`config.mk`:
```
export PLATFORM = sky130hd
export DESIGN_NAME = lpf_flow_wake
export DESIGN_NICKNAME = d
export VERILOG_FILES = /design/src/rtl/lpf_pkg.sv /design/src/rtl/lpf_wake_if.sv /design/src/rtl/lpf_wake_status.sv /design/src/rtl/lpf_flow_wake.sv
export SDC_FILE = /design/constraint.sdc
export NUM_CORES = 1
export LEC_CHECK = 0
export ABC_AREA = 1
export BUFFER_PORTS_ARGS = -buffer_cell sky130_fd_sc_hd__buf_2
export CAP_MARGIN = 10
export CORE_MARGIN = 2
export CORE_UTILIZATION = 24
export CTS_BUF_LIST = sky130_fd_sc_hd__clkbuf_16
export CTS_CLUSTER_SIZE = 28
export DETAILED_ROUTE_END_ITERATION = 12
export PLACE_DENSITY_LB_ADDON = 0.05
export SYNTH_ARGS = -nofsm -noshare
export SYNTH_HDL_FRONTEND = slang
export SYNTH_SLANG_ARGS = --single-unit
```
`constraint.sdc`:
```
create_clock -name clk_sys_i -period 1.2 [get_ports clk_sys_i]
set_clock_uncertainty 0.15 [all_clocks]
set_input_delay 0.18 -clock clk_sys_i [delete_from_list [all_inputs] [get_ports clk_sys_i]]
set_output_delay 0.18 -clock clk_sys_i [all_outputs]
set_load 0.005 [all_outputs]
```
`src/rtl/lpf_pkg.sv`:
```
// Constants shared by the pause flow-control and wake-status block.
//------------------------------------------------------------------------
// Operation
// (RULE_01) Low-pause flag sets on nonzero low pause; clears on timer end or pause.
// (RULE_02) Paused flag sets on any received pause; clears when timer ends.
// (RULE_03) Pause-sent flag sets on nonzero pause sent; clears when timer ends.
// (RULE_04) Software uses pause and resume bits only in frame flow mode.
// (RULE_05) Writing one to pause-request forces the pause request active.
// (RULE_06) Pause-request clears only by resume write; writing zero does nothing.
// (RULE_07) A descriptor-raised pause request also sets the pause-request bit.
// (RULE_08) Writing one to resume withdraws the request and clears pause-request.
// (RULE_09) Resume bit always reads as zero.
// (RULE_10) Three-bit threshold field tells the pause generator when to start.
// (RULE_11) Reserved bits read zero; threshold resets to the fast-system code.
// (RULE_12) Link-change wake flag latches on link change; write one clears.
// (RULE_13) Remote-wake flag latches on every such packet, enables ignored.
// (RULE_14) Filter-match wake flag latches on matching packet; write one clears.
// (RULE_15) Wake-event status bit is the power-management status bit itself.
// (RULE_16) Every wake-up event sets wake-event status, enable ignored.
// (RULE_17) Write one to wake-event status clears it and drops the PME line.
//------------------------------------------------------------------------
package lpf_pkg;

	// Width in bits of the APB byte address.
	localparam int unsigned ADDR_W = 10;

	// Register indices; the byte address is four times the index.
	localparam logic [7:0] FLOW_IDX     = 8'h19;
	localparam logic [7:0] WAKE_IDX     = 8'h1b;
	localparam logic [7:0] IRQ_STAT_IDX = 8'h20;
	localparam logic [7:0] IRQ_MASK_IDX = 8'h21;

	// Flow-control register fields.
	localparam int unsigned FLOW_LOWP_BIT   = 12;
	localparam int unsigned FLOW_PAUSED_BIT = 11;
	localparam int unsigned FLOW_SENT_BIT   = 10;
	localparam int unsigned FLOW_REQ_BIT    = 9;
	localparam int unsigned FLOW_RESUME_BIT = 8;
	localparam int unsigned FLOW_THR_LSB    = 0;
	localparam int unsigned FLOW_THR_W      = 3;
	localparam logic [2:0]  FLOW_THR_RST    = 3'h0;

	// Wake-status register fields.
	localparam int unsigned WAKE_W        = 8;
	localparam int unsigned WAKE_LINK_BIT = 7;
	localparam int unsigned WAKE_RMT_BIT  = 6;
	localparam int unsigned WAKE_FILT_BIT = 5;
	localparam int unsigned WAKE_PME_BIT  = 0;
	localparam logic [7:0]  WAKE_RST      = 8'h00;

	// Interrupt status and mask layout.
	localparam int unsigned IRQ_W          = 4;
	localparam int unsigned IRQ_SENT_BIT   = 0;
	localparam int unsigned IRQ_PAUSED_BIT = 1;
	localparam int unsigned IRQ_LOWP_BIT   = 2;
	localparam int unsigned IRQ_WAKE_BIT   = 3;
	localparam logic [3:0]  IRQ_RST        = 4'h0;

endpackage : lpf_pkg

```
`src/rtl/lpf_wake_if.sv`:
```
// Interface between the register front end and the wake-status latch.
`timescale 1ns/100ps
`default_nettype none
interface lpf_wake_if (
	input wire logic clk,
	input wire logic rst_n
);
	logic       wr_stb;    // Software write to the wake register.
	logic [7:0] wdata;     // Write data, one bits clear flags.
	logic       link_chg;  // Link status changed.
	logic       rmt_wake;  // Remote-wake pattern packet seen.
	logic       filt_hit;  // Packet matched the filters.
	logic       wake_evt;  // Any wake-up event.
	logic       pm_clr;    // Clear from the power-management side.
	logic [7:0] status;    // Current register image.
	logic       set_evt;   // Some flag is being set this cycle.

	// Register front end drives requests and events.
	modport regs (
		output wr_stb, wdata, link_chg, rmt_wake, filt_hit, wake_evt,
		output pm_clr,
		input  clk, rst_n, status, set_evt
	);

	// Latch side answers with the register image.
	modport wake (
		input  wr_stb, wdata, link_chg, rmt_wake, filt_hit, wake_evt,
		input  pm_clr, clk, rst_n,
		output status, set_evt
	);
endinterface : lpf_wake_if
`default_nettype wire

```
`src/rtl/lpf_wake_status.sv`:
```
// Sticky wake-up flags with write-one-to-clear access.
`timescale 1ns/100ps
`default_nettype none
module lpf_wake_status (
	lpf_wake_if.wake w
);
	//--------------------------------------------------------------
	// Flag storage
	//--------------------------------------------------------------
	logic [2:0] flag;
	logic [2:0] flag_set;
	logic       pme_stat;

	assign flag_set = {w.link_chg, w.rmt_wake, w.filt_hit};

	// One sticky flag per event; a set in the clearing cycle wins.
	for (genvar i = 0; i < 3; i++) begin : g_flag
		localparam int unsigned POS = (i == 2) ? lpf_pkg::WAKE_LINK_BIT :
			(i == 1) ? lpf_pkg::WAKE_RMT_BIT : lpf_pkg::WAKE_FILT_BIT;
		always_ff @(posedge w.clk or negedge w.rst_n) begin
			if (!w.rst_n) begin
				flag[i] <= 1'b0;
			end else if (flag_set[i]) begin
				flag[i] <= 1'b1; // [RULE_12] [RULE_13] [RULE_14]
			end else if (w.wr_stb && w.wdata[POS]) begin
				flag[i] <= 1'b0;
			end
		end
	end

	// Wake status is the power-management status bit itself.
	always_ff @(posedge w.clk or negedge w.rst_n) begin
		if (!w.rst_n) begin
			pme_stat <= 1'b0;
		end else if (w.wake_evt) begin
			pme_stat <= 1'b1; // [RULE_16]
		end else if ((w.wr_stb && w.wdata[lpf_pkg::WAKE_PME_BIT]) || w.pm_clr) begin
			pme_stat <= 1'b0; // [RULE_15] [RULE_17]
		end
	end

	// Register image with reserved bits at zero.
	always_comb begin
		w.status = lpf_pkg::WAKE_RST;
		w.status[lpf_pkg::WAKE_LINK_BIT] = flag[2];
		w.status[lpf_pkg::WAKE_RMT_BIT] = flag[1];
		w.status[lpf_pkg::WAKE_FILT_BIT] = flag[0];
		w.status[lpf_pkg::WAKE_PME_BIT] = pme_stat;
	end

	assign w.set_evt = |flag_set | w.wake_evt;
endmodule : lpf_wake_status
`default_nettype wire

```
`src/rtl/lpf_flow_wake.sv`:
```
// APB register block for pause flow control and wake-up status.
//
// Added by the designer: the APB register port.
`timescale 1ns/100ps
`default_nettype none
module lpf_flow_wake (
	// Clock and reset.
	input  wire logic                       clk_sys_i,
	input  wire logic                       rst_n_i,
	// APB slave.
	input  wire logic [lpf_pkg::ADDR_W-1:0] paddr_i,
	input  wire logic                       psel_i,
	input  wire logic                       penable_i,
	input  wire logic                       pwrite_i,
	input  wire logic [31:0]                pwdata_i,
	output logic      [31:0]                prdata_o,
	output logic                            pready_o,
	output logic                            pslverr_o,
	// Pause activity from the MAC.
	input  wire logic                       pause_rx_i,
	input  wire logic                       pause_rx_low_nz_i,
	input  wire logic                       pause_tx_nz_i,
	input  wire logic                       flow_timer_zero_i,
	input  wire logic                       rfd_pause_req_i,
	// Pause control toward the MAC.
	output logic                            pause_req_o,
	output logic      [2:0]                 fifo_thresh_o,
	// Wake-up events and power management.
	input  wire logic                       link_change_i,
	input  wire logic                       remote_wake_pkt_i,
	input  wire logic                       filter_match_i,
	input  wire logic                       wake_event_i,
	input  wire logic                       pm_status_clr_i,
	input  wire logic                       pme_en_i,
	output logic                            pm_status_o,
	output logic                            pme_o,
	output logic                            pm_status_clr_o,
	// Interrupt.
	output logic                            irq_o
);
	//--------------------------------------------------------------
	// Address decode
	//--------------------------------------------------------------

	// True when a byte address equals the word-aligned address of a register index.
	function automatic logic lpf_hit(
		input logic [lpf_pkg::ADDR_W-1:0] addr,
		input logic [7:0]                 idx
	);
		lpf_hit = (addr == {idx, 2'b00});
	endfunction : lpf_hit

	logic hit_flow;
	logic hit_wake;
	logic hit_ist;
	logic hit_imask;
	logic mapped;
	logic acc_wr;
	logic setup_rd;

	assign hit_flow  = lpf_hit(paddr_i, lpf_pkg::FLOW_IDX);
	assign hit_wake  = lpf_hit(paddr_i, lpf_pkg::WAKE_IDX);
	assign hit_ist   = lpf_hit(paddr_i, lpf_pkg::IRQ_STAT_IDX);
	assign hit_imask = lpf_hit(paddr_i, lpf_pkg::IRQ_MASK_IDX);
	assign mapped    = hit_flow | hit_wake | hit_ist | hit_imask;

	// Writes act at the access edge, reads are captured in setup.
	assign acc_wr   = psel_i & penable_i & pwrite_i & mapped;
	assign setup_rd = psel_i & ~penable_i & ~pwrite_i;

	// Zero-wait slave; unmapped words answer with an error.
	assign pready_o  = 1'b1;
	assign pslverr_o = psel_i & penable_i & ~mapped;

	//--------------------------------------------------------------
	// Flow-control register
	//--------------------------------------------------------------
	logic       flow_wr;
	logic       lowp;
	logic       paused;
	logic       sent;
	logic       preq;
	logic [2:0] thresh;
	logic       lowp_set;
	logic       preq_set;
	logic       preq_clr;

	assign flow_wr  = acc_wr & hit_flow;
	assign lowp_set = pause_rx_i & pause_rx_low_nz_i;
	assign preq_set = (flow_wr & pwdata_i[lpf_pkg::FLOW_REQ_BIT]) |
		rfd_pause_req_i;
	assign preq_clr = flow_wr & pwdata_i[lpf_pkg::FLOW_RESUME_BIT];

	// Low-priority pause received.
	always_ff @(posedge clk_sys_i or negedge rst_n_i) begin
		if (!rst_n_i) begin
			lowp <= 1'b0;
		end else if (lowp_set) begin
			lowp <= 1'b1; // [RULE_01]
		end else if (flow_timer_zero_i || pause_rx_i) begin
			lowp <= 1'b0; // [RULE_01]
		end
	end

	// Paused by any received pause.
	always_ff @(posedge clk_sys_i or negedge rst_n_i) begin
		if (!rst_n_i) begin
			paused <= 1'b0;
		end else if (pause_rx_i) begin
			paused <= 1'b1; // [RULE_02]
		end else if (flow_timer_zero_i) begin
			paused <= 1'b0; // [RULE_02]
		end
	end

	// Pause frame with a nonzero value sent.
	always_ff @(posedge clk_sys_i or negedge rst_n_i) begin
		if (!rst_n_i) begin
			sent <= 1'b0;
		end else if (pause_tx_nz_i) begin
			sent <= 1'b1; // [RULE_03]
		end else if (flow_timer_zero_i) begin
			sent <= 1'b0; // [RULE_03]
		end
	end

	// Pause request: set by software or a descriptor, cleared by resume.
	always_ff @(posedge clk_sys_i or negedge rst_n_i) begin
		if (!rst_n_i) begin
			preq <= 1'b0;
		end else if (preq_set) begin
			preq <= 1'b1; // [RULE_05] [RULE_07]
		end else if (preq_clr) begin
			preq <= 1'b0; // [RULE_06] [RULE_08]
		end
	end

	// Threshold code for the pause generator.
	always_ff @(posedge clk_sys_i or negedge rst_n_i) begin
		if (!rst_n_i) begin
			thresh <= lpf_pkg::FLOW_THR_RST; // [RULE_11]
		end else if (flow_wr) begin
			thresh <= pwdata_i[lpf_pkg::FLOW_THR_LSB +: lpf_pkg::FLOW_THR_W];
		end
	end

	// The request acts as a full receive FIFO extender in the MAC.
	assign pause_req_o   = preq;   // [RULE_05]
	assign fifo_thresh_o = thresh; // [RULE_10]

	//--------------------------------------------------------------
	// Wake-status register
	//--------------------------------------------------------------
	lpf_wake_if u_wif (
		.clk   (clk_sys_i),
		.rst_n (rst_n_i)
	);

	assign u_wif.wr_stb   = acc_wr & hit_wake;
	assign u_wif.wdata    = pwdata_i[lpf_pkg::WAKE_W-1:0];
	assign u_wif.link_chg = link_change_i;
	assign u_wif.rmt_wake = remote_wake_pkt_i;
	assign u_wif.filt_hit = filter_match_i;
	assign u_wif.wake_evt = wake_event_i;
	assign u_wif.pm_clr   = pm_status_clr_i;

	lpf_wake_status u_wake (
		.w (u_wif.wake)
	);

	// Mirror toward the power-management register and the PME line.
	assign pm_status_o = u_wif.status[lpf_pkg::WAKE_PME_BIT];     // [RULE_15]
	assign pme_o       = pm_status_o & pme_en_i;                 // [RULE_17]
	assign pm_status_clr_o = u_wif.wr_stb &
		u_wif.wdata[lpf_pkg::WAKE_PME_BIT] & ~wake_event_i;  // [RULE_17]

	//--------------------------------------------------------------
	// Interrupt status and mask
	//--------------------------------------------------------------
	logic [3:0] irq_stat;
	logic [3:0] irq_mask;
	logic [3:0] irq_ev;

	// Events that raise sticky interrupt bits.
	always_comb begin
		irq_ev = lpf_pkg::IRQ_RST;
		irq_ev[lpf_pkg::IRQ_SENT_BIT]   = pause_tx_nz_i;
		irq_ev[lpf_pkg::IRQ_PAUSED_BIT] = pause_rx_i;
		irq_ev[lpf_pkg::IRQ_LOWP_BIT]   = lowp_set;
		irq_ev[lpf_pkg::IRQ_WAKE_BIT]   = u_wif.set_evt;
	end

	// Sticky bits; an event in the clearing cycle survives the clear.
	always_ff @(posedge clk_sys_i or negedge rst_n_i) begin
		if (!rst_n_i) begin
			irq_stat <= lpf_pkg::IRQ_RST;
		end else if (acc_wr && hit_ist) begin
			irq_stat <= (irq_stat & ~pwdata_i[3:0]) | irq_ev;
		end else begin
			irq_stat <= irq_stat | irq_ev;
		end
	end

	// Mask register, same layout as the status.
	always_ff @(posedge clk_sys_i or negedge rst_n_i) begin
		if (!rst_n_i) begin
			irq_mask <= lpf_pkg::IRQ_RST;
		end else if (acc_wr && hit_imask) begin
			irq_mask <= pwdata_i[3:0];
		end
	end

	assign irq_o = |(irq_stat & irq_mask);

	//--------------------------------------------------------------
	// Read data
	//--------------------------------------------------------------
	logic [31:0] rd_val;

	// Register images; reserved and resume bits read as zero.
	always_comb begin
		rd_val = 32'h0000_0000;
		if (hit_flow) begin
			rd_val[lpf_pkg::FLOW_LOWP_BIT]   = lowp;
			rd_val[lpf_pkg::FLOW_PAUSED_BIT] = paused;
			rd_val[lpf_pkg::FLOW_SENT_BIT]   = sent;
			rd_val[lpf_pkg::FLOW_REQ_BIT]    = preq;
			rd_val[lpf_pkg::FLOW_THR_LSB +: lpf_pkg::FLOW_THR_W] = thresh;
		end else if (hit_wake) begin
			rd_val[lpf_pkg::WAKE_W-1:0] = u_wif.status;
		end else if (hit_ist) begin
			rd_val[lpf_pkg::IRQ_W-1:0] = irq_stat;
		end else if (hit_imask) begin
			rd_val[lpf_pkg::IRQ_W-1:0] = irq_mask;
		end
	end // [RULE_09] [RULE_11]

	// Read data is captured in the setup cycle and held.
	always_ff @(posedge clk_sys_i or negedge rst_n_i) begin
		if (!rst_n_i) begin
			prdata_o <= 32'h0000_0000;
		end else if (setup_rd) begin
			prdata_o <= rd_val;
		end
	end
endmodule : lpf_flow_wake
`default_nettype wire

```
== Word-level counts from Yosys, hierarchy flattened ==
Cells that the tools add are included.

* Flip-flop bits (word level): 31
* Input port bits: 58
* Output and inout port bits: 42
* Word-level logic and storage cells: 85

* Eq/ne operators: 4
* Mux-type cells: 23
* Bitwise logic cells: 28
* Reduce and logical (&&, ||, !) cells: 18

{| class="wikitable"
|+ Operators by type and width
! cell !! count
|-
| 4-bit two-way mux || 6
|-
| 10-bit by 7-bit equality test with 1-bit output, second input constant || 2
|-
| 10-bit by 8-bit equality test with 1-bit output, second input constant || 2
|-
| 2-bit nonzero test || 8
|-
| 1-bit two-way mux || 15
|-
| 1-bit bitwise AND || 14
|-
| 4-bit bitwise AND || 2
|-
| 4-bit OR || 2
|-
| 1-bit logical AND || 6
|-
| 5-bit two-way mux || 1
|-
| 1-bit OR || 5
|-
| 1-bit NOT || 4
|-
| 4-bit NOT || 1
|-
| 4-bit OR reduction || 1
|-
| 3-bit two-way mux || 1
|-
| 3-bit OR reduction || 1
|-
| 1-bit logical OR || 2
|}

== Logic depth before layout (Yosys ltp) ==
Gate-level depths: netlist of run 1.

* Depth in word-level cells: 10
* Gate-level depth with buffers: 9
* Gate-level depth less buffers: 9

== Cells and area by module ==
From an unflattened synthesis of run 1, not the netlist that was laid out.

* Cells, all modules: 231
* Area total of the unflattened synthesis: 1833.0 um2

{| class="wikitable"
|+ By module, submodules not included
! module !! instances !! cells each !! area an instance (um2) !! sequential area each (um2)
|-
| lpf_flow_wake || 1 || 203 || 1620.3 || 675.6
|-
| lpf_wake_status || 1 || 28 || 212.7 || 100.1
|}

== Least setup slack after synthesis of run 1 ==
No wires, ideal clock.

* Kind: input to output
* From: in paddr_i[7] (netlist bit)
* To: out pm_status_clr_o
* Data arrival time: 0.925 ns
* Required time: 0.870 ns
* Slack: -0.055 ns
* Cell stages on the path: 7
* Path buffers: 0
* Cell sequence: inv_1 > nand2_1 > nor2_4 > nand2_4 > nor2_8 > nand3_4 > nor3_4

* Longest elaborated chain between the ends: 8
* Elaborated cells on any way between the ends: 11
* Those cells by class: 4 x eq/ne; 7 x bitwise

{| class="wikitable"
|+ RTL lines
! element !! RTL line !! source
|-
| start, declared || lpf_flow_wake.sv:11 || <nowiki>input wire logic [lpf_pkg::ADDR_W-1:0] paddr_i,</nowiki>
|-
| 10-bit by 7-bit equality test with 1-bit output || lpf_flow_wake.sv:50 || <nowiki>lpf_hit = (addr == {idx, 2'b00});</nowiki>
|-
| 1-bit OR (3 in a row) || lpf_flow_wake.sv:65 || <nowiki>assign mapped = hit_flow | hit_wake | hit_ist | hit_imask;</nowiki>
|-
| 1-bit bitwise AND || lpf_flow_wake.sv:68 || <nowiki>assign acc_wr = psel_i & penable_i & pwrite_i & mapped;</nowiki>
|-
| 1-bit bitwise AND * || lpf_flow_wake.sv:159 || <nowiki>assign u_wif.wr_stb = acc_wr & hit_wake;</nowiki>
|-
| 1-bit bitwise AND * || lpf_flow_wake.sv:174 || <nowiki>assign pm_status_clr_o = u_wif.wr_stb &</nowiki>
|-
| 1-bit bitwise AND * || lpf_flow_wake.sv:175 || <nowiki>u_wif.wdata[lpf_pkg::WAKE_PME_BIT] & ~wake_event_i;</nowiki>
|-
| end, declared || lpf_flow_wake.sv:37 || <nowiki>output logic pm_status_clr_o,</nowiki>
|}

Mark *: on every way between the ends. The rest lies on a longest branch, timed or not.

== Worst setup path after layout of run 1 ==
* From: in paddr_i[6] (netlist bit)
* To: out pslverr_o

* Longest elaborated chain between the ends: 6
* Elaborated cells on any way between the ends: 9
* Those cells by class: 4 x eq/ne; 5 x bitwise

{| class="wikitable"
|+ RTL lines
! element !! RTL line !! source
|-
| 10-bit by 7-bit equality test with 1-bit output || lpf_flow_wake.sv:50 ||
|-
| 1-bit OR (2 in a row) || lpf_flow_wake.sv:65 ||
|-
| 1-bit OR * || lpf_flow_wake.sv:65 ||
|-
| 1-bit NOT * || lpf_flow_wake.sv:73 || <nowiki>assign pslverr_o = psel_i & penable_i & ~mapped;</nowiki>
|-
| 1-bit bitwise AND * || lpf_flow_wake.sv:73 ||
|-
| end, declared || lpf_flow_wake.sv:18 || <nowiki>output logic pslverr_o,</nowiki>
|}

Marks and branches as above.

==> results of run 1 <==
==> power breakdown <==
part           total (mW)  leakage, nW  switching [mW]  internal, mW
Combinational       0.354         1.07           0.185         0.169
Clock                1.38       0.0773           0.419         0.958
Sequential           1.03        0.366         0.00623          1.02
==> layer usage <==
metal  vias to the layer above  track usage [%]
li1                        852                -
met2                        53             22.0
met3                         2             2.68
met5                         -                0
met4                         0             4.48
met1                       772             17.3
==> cells by family after synthesis <==
| kind of cell | Yosys count | synth area share, % |
|---|---|---|
| compound gates | 27 | 8.38 |
| flops | 30 | 43.4 |
| simple gates | 100 | 30.9 |
| buf+inv | 56 | 17.0 |
| other cells | 2 | 0.434 |
==> synthesized netlist by cell type, drive strengths merged <==
| library cell | n | area [sq um] |
|---|---|---|
| nand3 | 11 | 85.1 |
| o31ai | 2 | 15.0 |
| nor3 | 3 | 37.5 |
| o21bai | 2 | 15.0 |
| clkinv | 1 | 3.75 |
| inv | 31 | 116 |
| conb | 2 | 7.51 |
| buf | 23 | 170 |
| nor4 | 1 | 6.26 |
| a21oi | 1 | 5.00 |
| nand2 | 57 | 226 |
| o21ai | 22 | 110 |
| nor2 | 18 | 116 |
| clkbuf | 1 | 3.75 |
| nand4 | 10 | 62.6 |
| dfrtp | 30 | 751 |
==> worst register-to-register path: stages, from the launching register on <==
cell and delay [ps]:
dfrtp_1 390, buf_6 120, buf_6 110, nand4_1 70, nand3_2 70, nand2_2 70
nand2_2 50
==> path summary, 6_finish.rpt <==
check,startpoint,endpoint,depth (start not counted)
max in group asynchronous,rst_n_i,irq_mask[3],3
max reg2reg,irq_mask[2],prdata_o[2],6
min,pause_rx_i,irq_stat[1],3
min reg2reg,prdata_o[3],prdata_o[3],2
max,paddr_i[6],pslverr_o,8
min in group asynchronous,rst_n_i,u_wake.w.status[6],3
==> cells in the final DEF, fill, tap and decap left out, drive strengths merged <==
cell and n:
nor3 3, conb 22, o21ai 22, buf 98
a21oi 1, bufinv 1, nor4 1, dlygate4sd3 6
nand4 10, o21bai 2, clkbuf 5, dfrtp 30
nand2 57, nor2 18, nand3 11, inv 32
o31ai 2, clkinv 1
==> stage by stage <==
stage | util [%] | power (mW) | hold WS, ps | setup WS [ps] | instance area (sq um)
2_1_floorplan | - | 1.20 | -266 | 2.70 | 1820
3_3_place_gp | 32.6 | 1.33 | -2.47 | -297 | 2250
3_5_place_dp | 32.6 | 1.33 | 1.64 | -299 | 2250
4_1_cts | 37.6 | 2.76 | 7.55 | -213 | 2590
5_1_grt | 40.9 | 2.91 | 17.2 | -221 | 2830
6_report | 40.9 | 2.76 | 8.79 | -161 | 2830
==> cell type report <==
class                      count  area [sq um]  share of cell area [%]
tap                           96           120                    4.25
timing repair buffer         104           778                    27.5
multi-input combinational    149           892                    31.5
sequential                    30           751                    26.5
clock inverter                 2          33.8                    1.19
clock buffer                   5           125                    4.42
inverter                      32           128                    4.51
==> state kept, by name, indices dropped and copies added (netlist names) <==
signal and flops:
paused 1, u_wake.w.status 3, u_wake.pme_stat 1, sent 1
irq_mask 4, irq_stat 4, lowp 1, fifo_thresh_o 3
prdata_o 11, pause_req_o 1
==> repair_timing <==
action,in CTS,in global routing
gates resized for setup,5,53
hold buffers,6,0
setup endpoints to repair,5,22
buffers inserted,15,13
hold endpoints to repair,37,0
pin swaps,2,18
gates cloned,0,0
==> run_results.csv, run 1 <==
group,metric,value,unit
run_status,outcome,"finished, violations left",
run_status,violations,"negative setup slack",
layout,diodes,0,
layout,drive_gt1_share,46.0,%
setup_path,critPathBufInv,3,
routing,dr.max_layer_used,"met4",
routing,wirelength,4.91,mm
global_route,grtUsageTotal,13.2,%
sta,finalWorstSetupSlack,-161,ps
setup_path,crit_path_start_kind,"input pin",
layout,syn2layout_area_growth,63.3,%
placement,portBuffers,54,
synth,ys_warn_count,0,
synth,syn_avg_cell_area,8.05,sq um
setup_path,worstPathCellList,"buf_8 -> nand2_2 -> nor2_4 -> nand2_4 -> nor2_8 -> buf_4 -> nor4_4 -> buf_2",
routing,first_pass_iters,4,
setup_path,arrival,1030,ps
global_route,grt_max_degree,31,
power,p_leak,1.51,nW
setup_path,slowest_stage,"nor4_4",
floorplan,fp.dieW,88.9,um
sta,post-route-period-util,113,%
floorplan,start_util,25.1,%
setup_path,crit_family,"simple AND/OR/NAND/NOR gates",
setup_path,crit_path_end_kind,"output port",
run,max_cap_violations,0,
power,p_per_area,976,nW/um^2
routing,drt_iter0_markers,51,
clock_tree,cts_tree,"done",
min_path,hp-class,"input pin to register",
clock_tree,path_clk_slew,50,ps
synth,syn_area,1730,sq um
sta,finalSetupTns,-709,ps
routing,wl_per_cell,11.8,um
setup_path,cpPeakStageDelay,220,ps
sta,final-setup-viol-count,8,
power,peakVddDrop,720,uV
floorplan,core_area,6910,sq um
routing,drc,0,
global_route,antenna_found_initial,0,
clock_tree,cts_buffer_depth,2,
sta,period_needed,1360,ps
floorplan,rows,30,
routing,num_vias,1679,
layout,nFillCells,752,
clock_tree,htreeDepth,2,
setup_path,worstPathRequired,870,ps
global_route,grt_overflow,0,
placement,dp_cells,384,
sta,report.final.slew_viol_count,0,
placement,routabilityCongestion,0.711,
synth,ys_ff_latch,30,
setup_path,crit_type,"input pin to output port",
sta,max_freq,735,MHz
floorplan,pin_count,100,
routing,met2WireLength,2.32,mm
synth,synth_seq_area_share,43.4,%
setup_path,crit_fanout,3,
synth,yosysUniqueCellTypes,27,
sta,finalHoldViolCount,0,
floorplan,die_area,7910,sq um
routing,met1_length,2.33,mm
routing,dr_wl_met3,224,um
routing,ant_nets,0,
layout,fin_nets,380,
global_route,grt_pass1_wl,7.83,mm
clock_tree,cts_buffers,5,
synth,synthCells,215,
setup_path,regToRegSetupSlack,60,ps
placement,dp_hpwl,3.67,mm
clock_tree,clkLatencyLatePin,270,ps
clock_tree,root_buffer,"clkbuf_16",
layout,instances_no_fill,418,
clock_tree,cts.sinks,30,
global_route,grt_pass1_vias,1638,
routing,drt-vias-per-instance,4.02,
sta,rsz0062_at_grt,"yes",
floorplan,fp.dieH,88.9,um
Note: power is estimated with default switching activity, not from simulation.
==> run 2: changes to the inputs <==
--- a/config.mk
+++ b/config.mk
@@ -14,6 +14,7 @@
 export CTS_CLUSTER_SIZE = 28
 export DETAILED_ROUTE_END_ITERATION = 12
 export PLACE_DENSITY_LB_ADDON = 0.05
+export SKIP_LAST_GASP = 1
 export SYNTH_ARGS = -nofsm -noshare
 export SYNTH_HDL_FRONTEND = slang
 export SYNTH_SLANG_ARGS = --single-unit
==> run 2 against run 1 <==
The flow still finishes with violations (negative setup slack). Critical path type unchanged. Critical path depth did not move. Non-clock buffer count did not move. Worst hold slack barely moved. Sequential power barely moved. Utilization fell by 0.13 points. Flip-flop and latch count did not move. Clock-buffer cell count did not move. Maximum frequency barely moved.
==> run_results.csv, run 2 (same netlist as run 1, synthesis figures left out) <==
group,metric,value,unit
setup_path,crit_fanout,3,
floorplan,pin_count,100,
global_route,antenna_found_initial,0,
layout,fin_nets,380,
clock_tree,cts_buffers,5,
setup_path,crit_path_end_kind,"output port",
run_status,outcome,"finished, violations left",
placement,portBuffers,54,
placement,dp_hpwl,3.67,mm
layout,largest_register_ffs,11,
routing,drt_iter0_markers,59,
floorplan,start_util,25.1,%
sta,rsz0062_at_grt,"yes",
global_route,grt_overflow,0,
run,max_cap_violations,0,
sta,max_freq,735,MHz
routing,drt-vias-per-instance,4.01,
floorplan,fp.dieW,88.9,um
routing,wl_per_cell,11.7,um
layout,syn2layout_area_growth,62.8,%
placement,routabilityCongestion,0.711,
setup_path,crit_path_start_kind,"input pin",
sta,post-route-period-util,113,%
sta,final-setup-viol-count,8,
global_route,use_met1,17.3,%
clock_tree,root_buffer,"clkbuf_16",
clock_tree,cts_tree,"done",
clock_tree,clkLatencyLatePin,270,ps
floorplan,rows,30,
placement,dp_slack,-299,ps
layout,reg_top3,"prdata_o: 11 flops, irq_mask: 4 flops, irq_stat: 4 flops",
min_path,hp-class,"input pin to register",
layout,fin_util,40.8,%
clock_tree,path_clk_slew,50,ps
floorplan,die_area,7910,sq um
sta,report.final.slew_viol_count,0,
global_route,grt_pass1_vias,1637,
power,p_per_area,979,nW/um^2
floorplan,core_area,6910,sq um
run_status,violations,"negative setup slack",
global_route,grt_max_degree,31,
setup_path,worstPathRequired,870,ps
sta,period_needed,1360,ps
global_route,grt_pass1_wl,7.83,mm
clock_tree,cts.sinks,30,
routing,wirelength,4.89,mm
layout,drive_gt1_share,45.7,%
sta,finalHoldViolCount,0,
routing,drc,0,
layout,layout_common_cells,"buf_2, nand2_1, buf_4",
setup_path,crit_type,"input pin to output port",
power,p_leak,1.51,nW
setup_path,arrival,1030,ps
floorplan,fp.dieH,88.9,um
routing,first_pass_iters,4,
global_route,grtUsageMet2,22.0,%
layout,diodes,0,
setup_path,regToRegSetupSlack,60,ps
layout,nFillCells,752,
sta,finalSetupTns,-710,ps
layout,largest-register,"prdata_o",
layout,layout_commonest_cell,"buf_2",
clock_tree,cts_buffer_depth,2,
global_route,grt_most_used_layer,"met2",
sta,finalWorstSetupSlack,-161,ps
power,peakVddDrop,720,uV
clock_tree,htreeDepth,2,
routing,ant_nets,0,
routing,num_vias,1675,
global_route,met3_usage,2.68,%
global_route,grtUsageTotal,13.2,%
run 2: cell counts in the layout (fill, tap and decap cells not counted):
Identical to the previous run, type by type.
run 2: per-layer routing:
metal	wire, um	share of wire (%)	vias up
met5	0	0	-
met4	41	0.84	0
met3	222	4.5	2
met2	2300	47	51
met1	2320	47	770
li1	-	-	852
run 2: per-stage QoR:
step                power, mW  instances  cell area, sq um  hold WS (ps)
floorplan                1.20        235              1820          -266
detailed placement       1.33        384              2250          1.64
global route             2.90        418              2820          17.2
CTS                      2.76        412              2590          7.51
global placement         1.33        384              2250         -2.47
finish                   2.76        418              2820          8.75
run 2: path summary, 6_finish.rpt:
path | startpoint | to | cells after the start
max | paddr_i[6] | pslverr_o | 8
min | pause_rx_i | irq_stat[1] | 3
max reg2reg | irq_mask[2] | prdata_o[2] | 6
min reg2reg | prdata_o[3] | prdata_o[3] | 2
max in group asynchronous | rst_n_i | irq_mask[3] | 3
min in group asynchronous | rst_n_i | u_wake.w.status[6] | 3
run 2: area by class of cell:
| class | count | area, sq um | share of cell area (%) |
|---|---|---|---|
| multi-input cells | 149 | 887 | 31.5 |
| flip-flops and latches | 30 | 751 | 26.6 |
| well taps | 96 | 120 | 4.26 |
| clock inverters | 2 | 33.8 | 1.20 |
| clock buffers | 5 | 125 | 4.44 |
| inverters | 32 | 128 | 4.53 |
| repair buffers | 104 | 774 | 27.5 |
run 2: critical path: stages:
cell	delay, ps
buf_8	100
nand2_2	80
nor2_4	40
nand2_4	70
nor2_8	40
buf_4	140
nor4_4	220
buf_2	160
run 2: what timing repair did:
item / 4_1_cts / 5_1_grt
gates resized for setup: 4 / 52
buffers inserted: 15 / 13
pin swaps: 2 / 18
hold buffers: 6 / 0
setup endpoints to repair: 5 / 22
endpoints found under the hold margin: 37 / 0
run 2: power by group:
| part | internal [mW] | switching [mW] | leakage, nW |
|---|---|---|---|
| Clock | 0.958 | 0.420 | 0.0773 |
| Sequential | 1.02 | 0.00623 | 0.366 |
| Combinational | 0.168 | 0.184 | 1.06 |
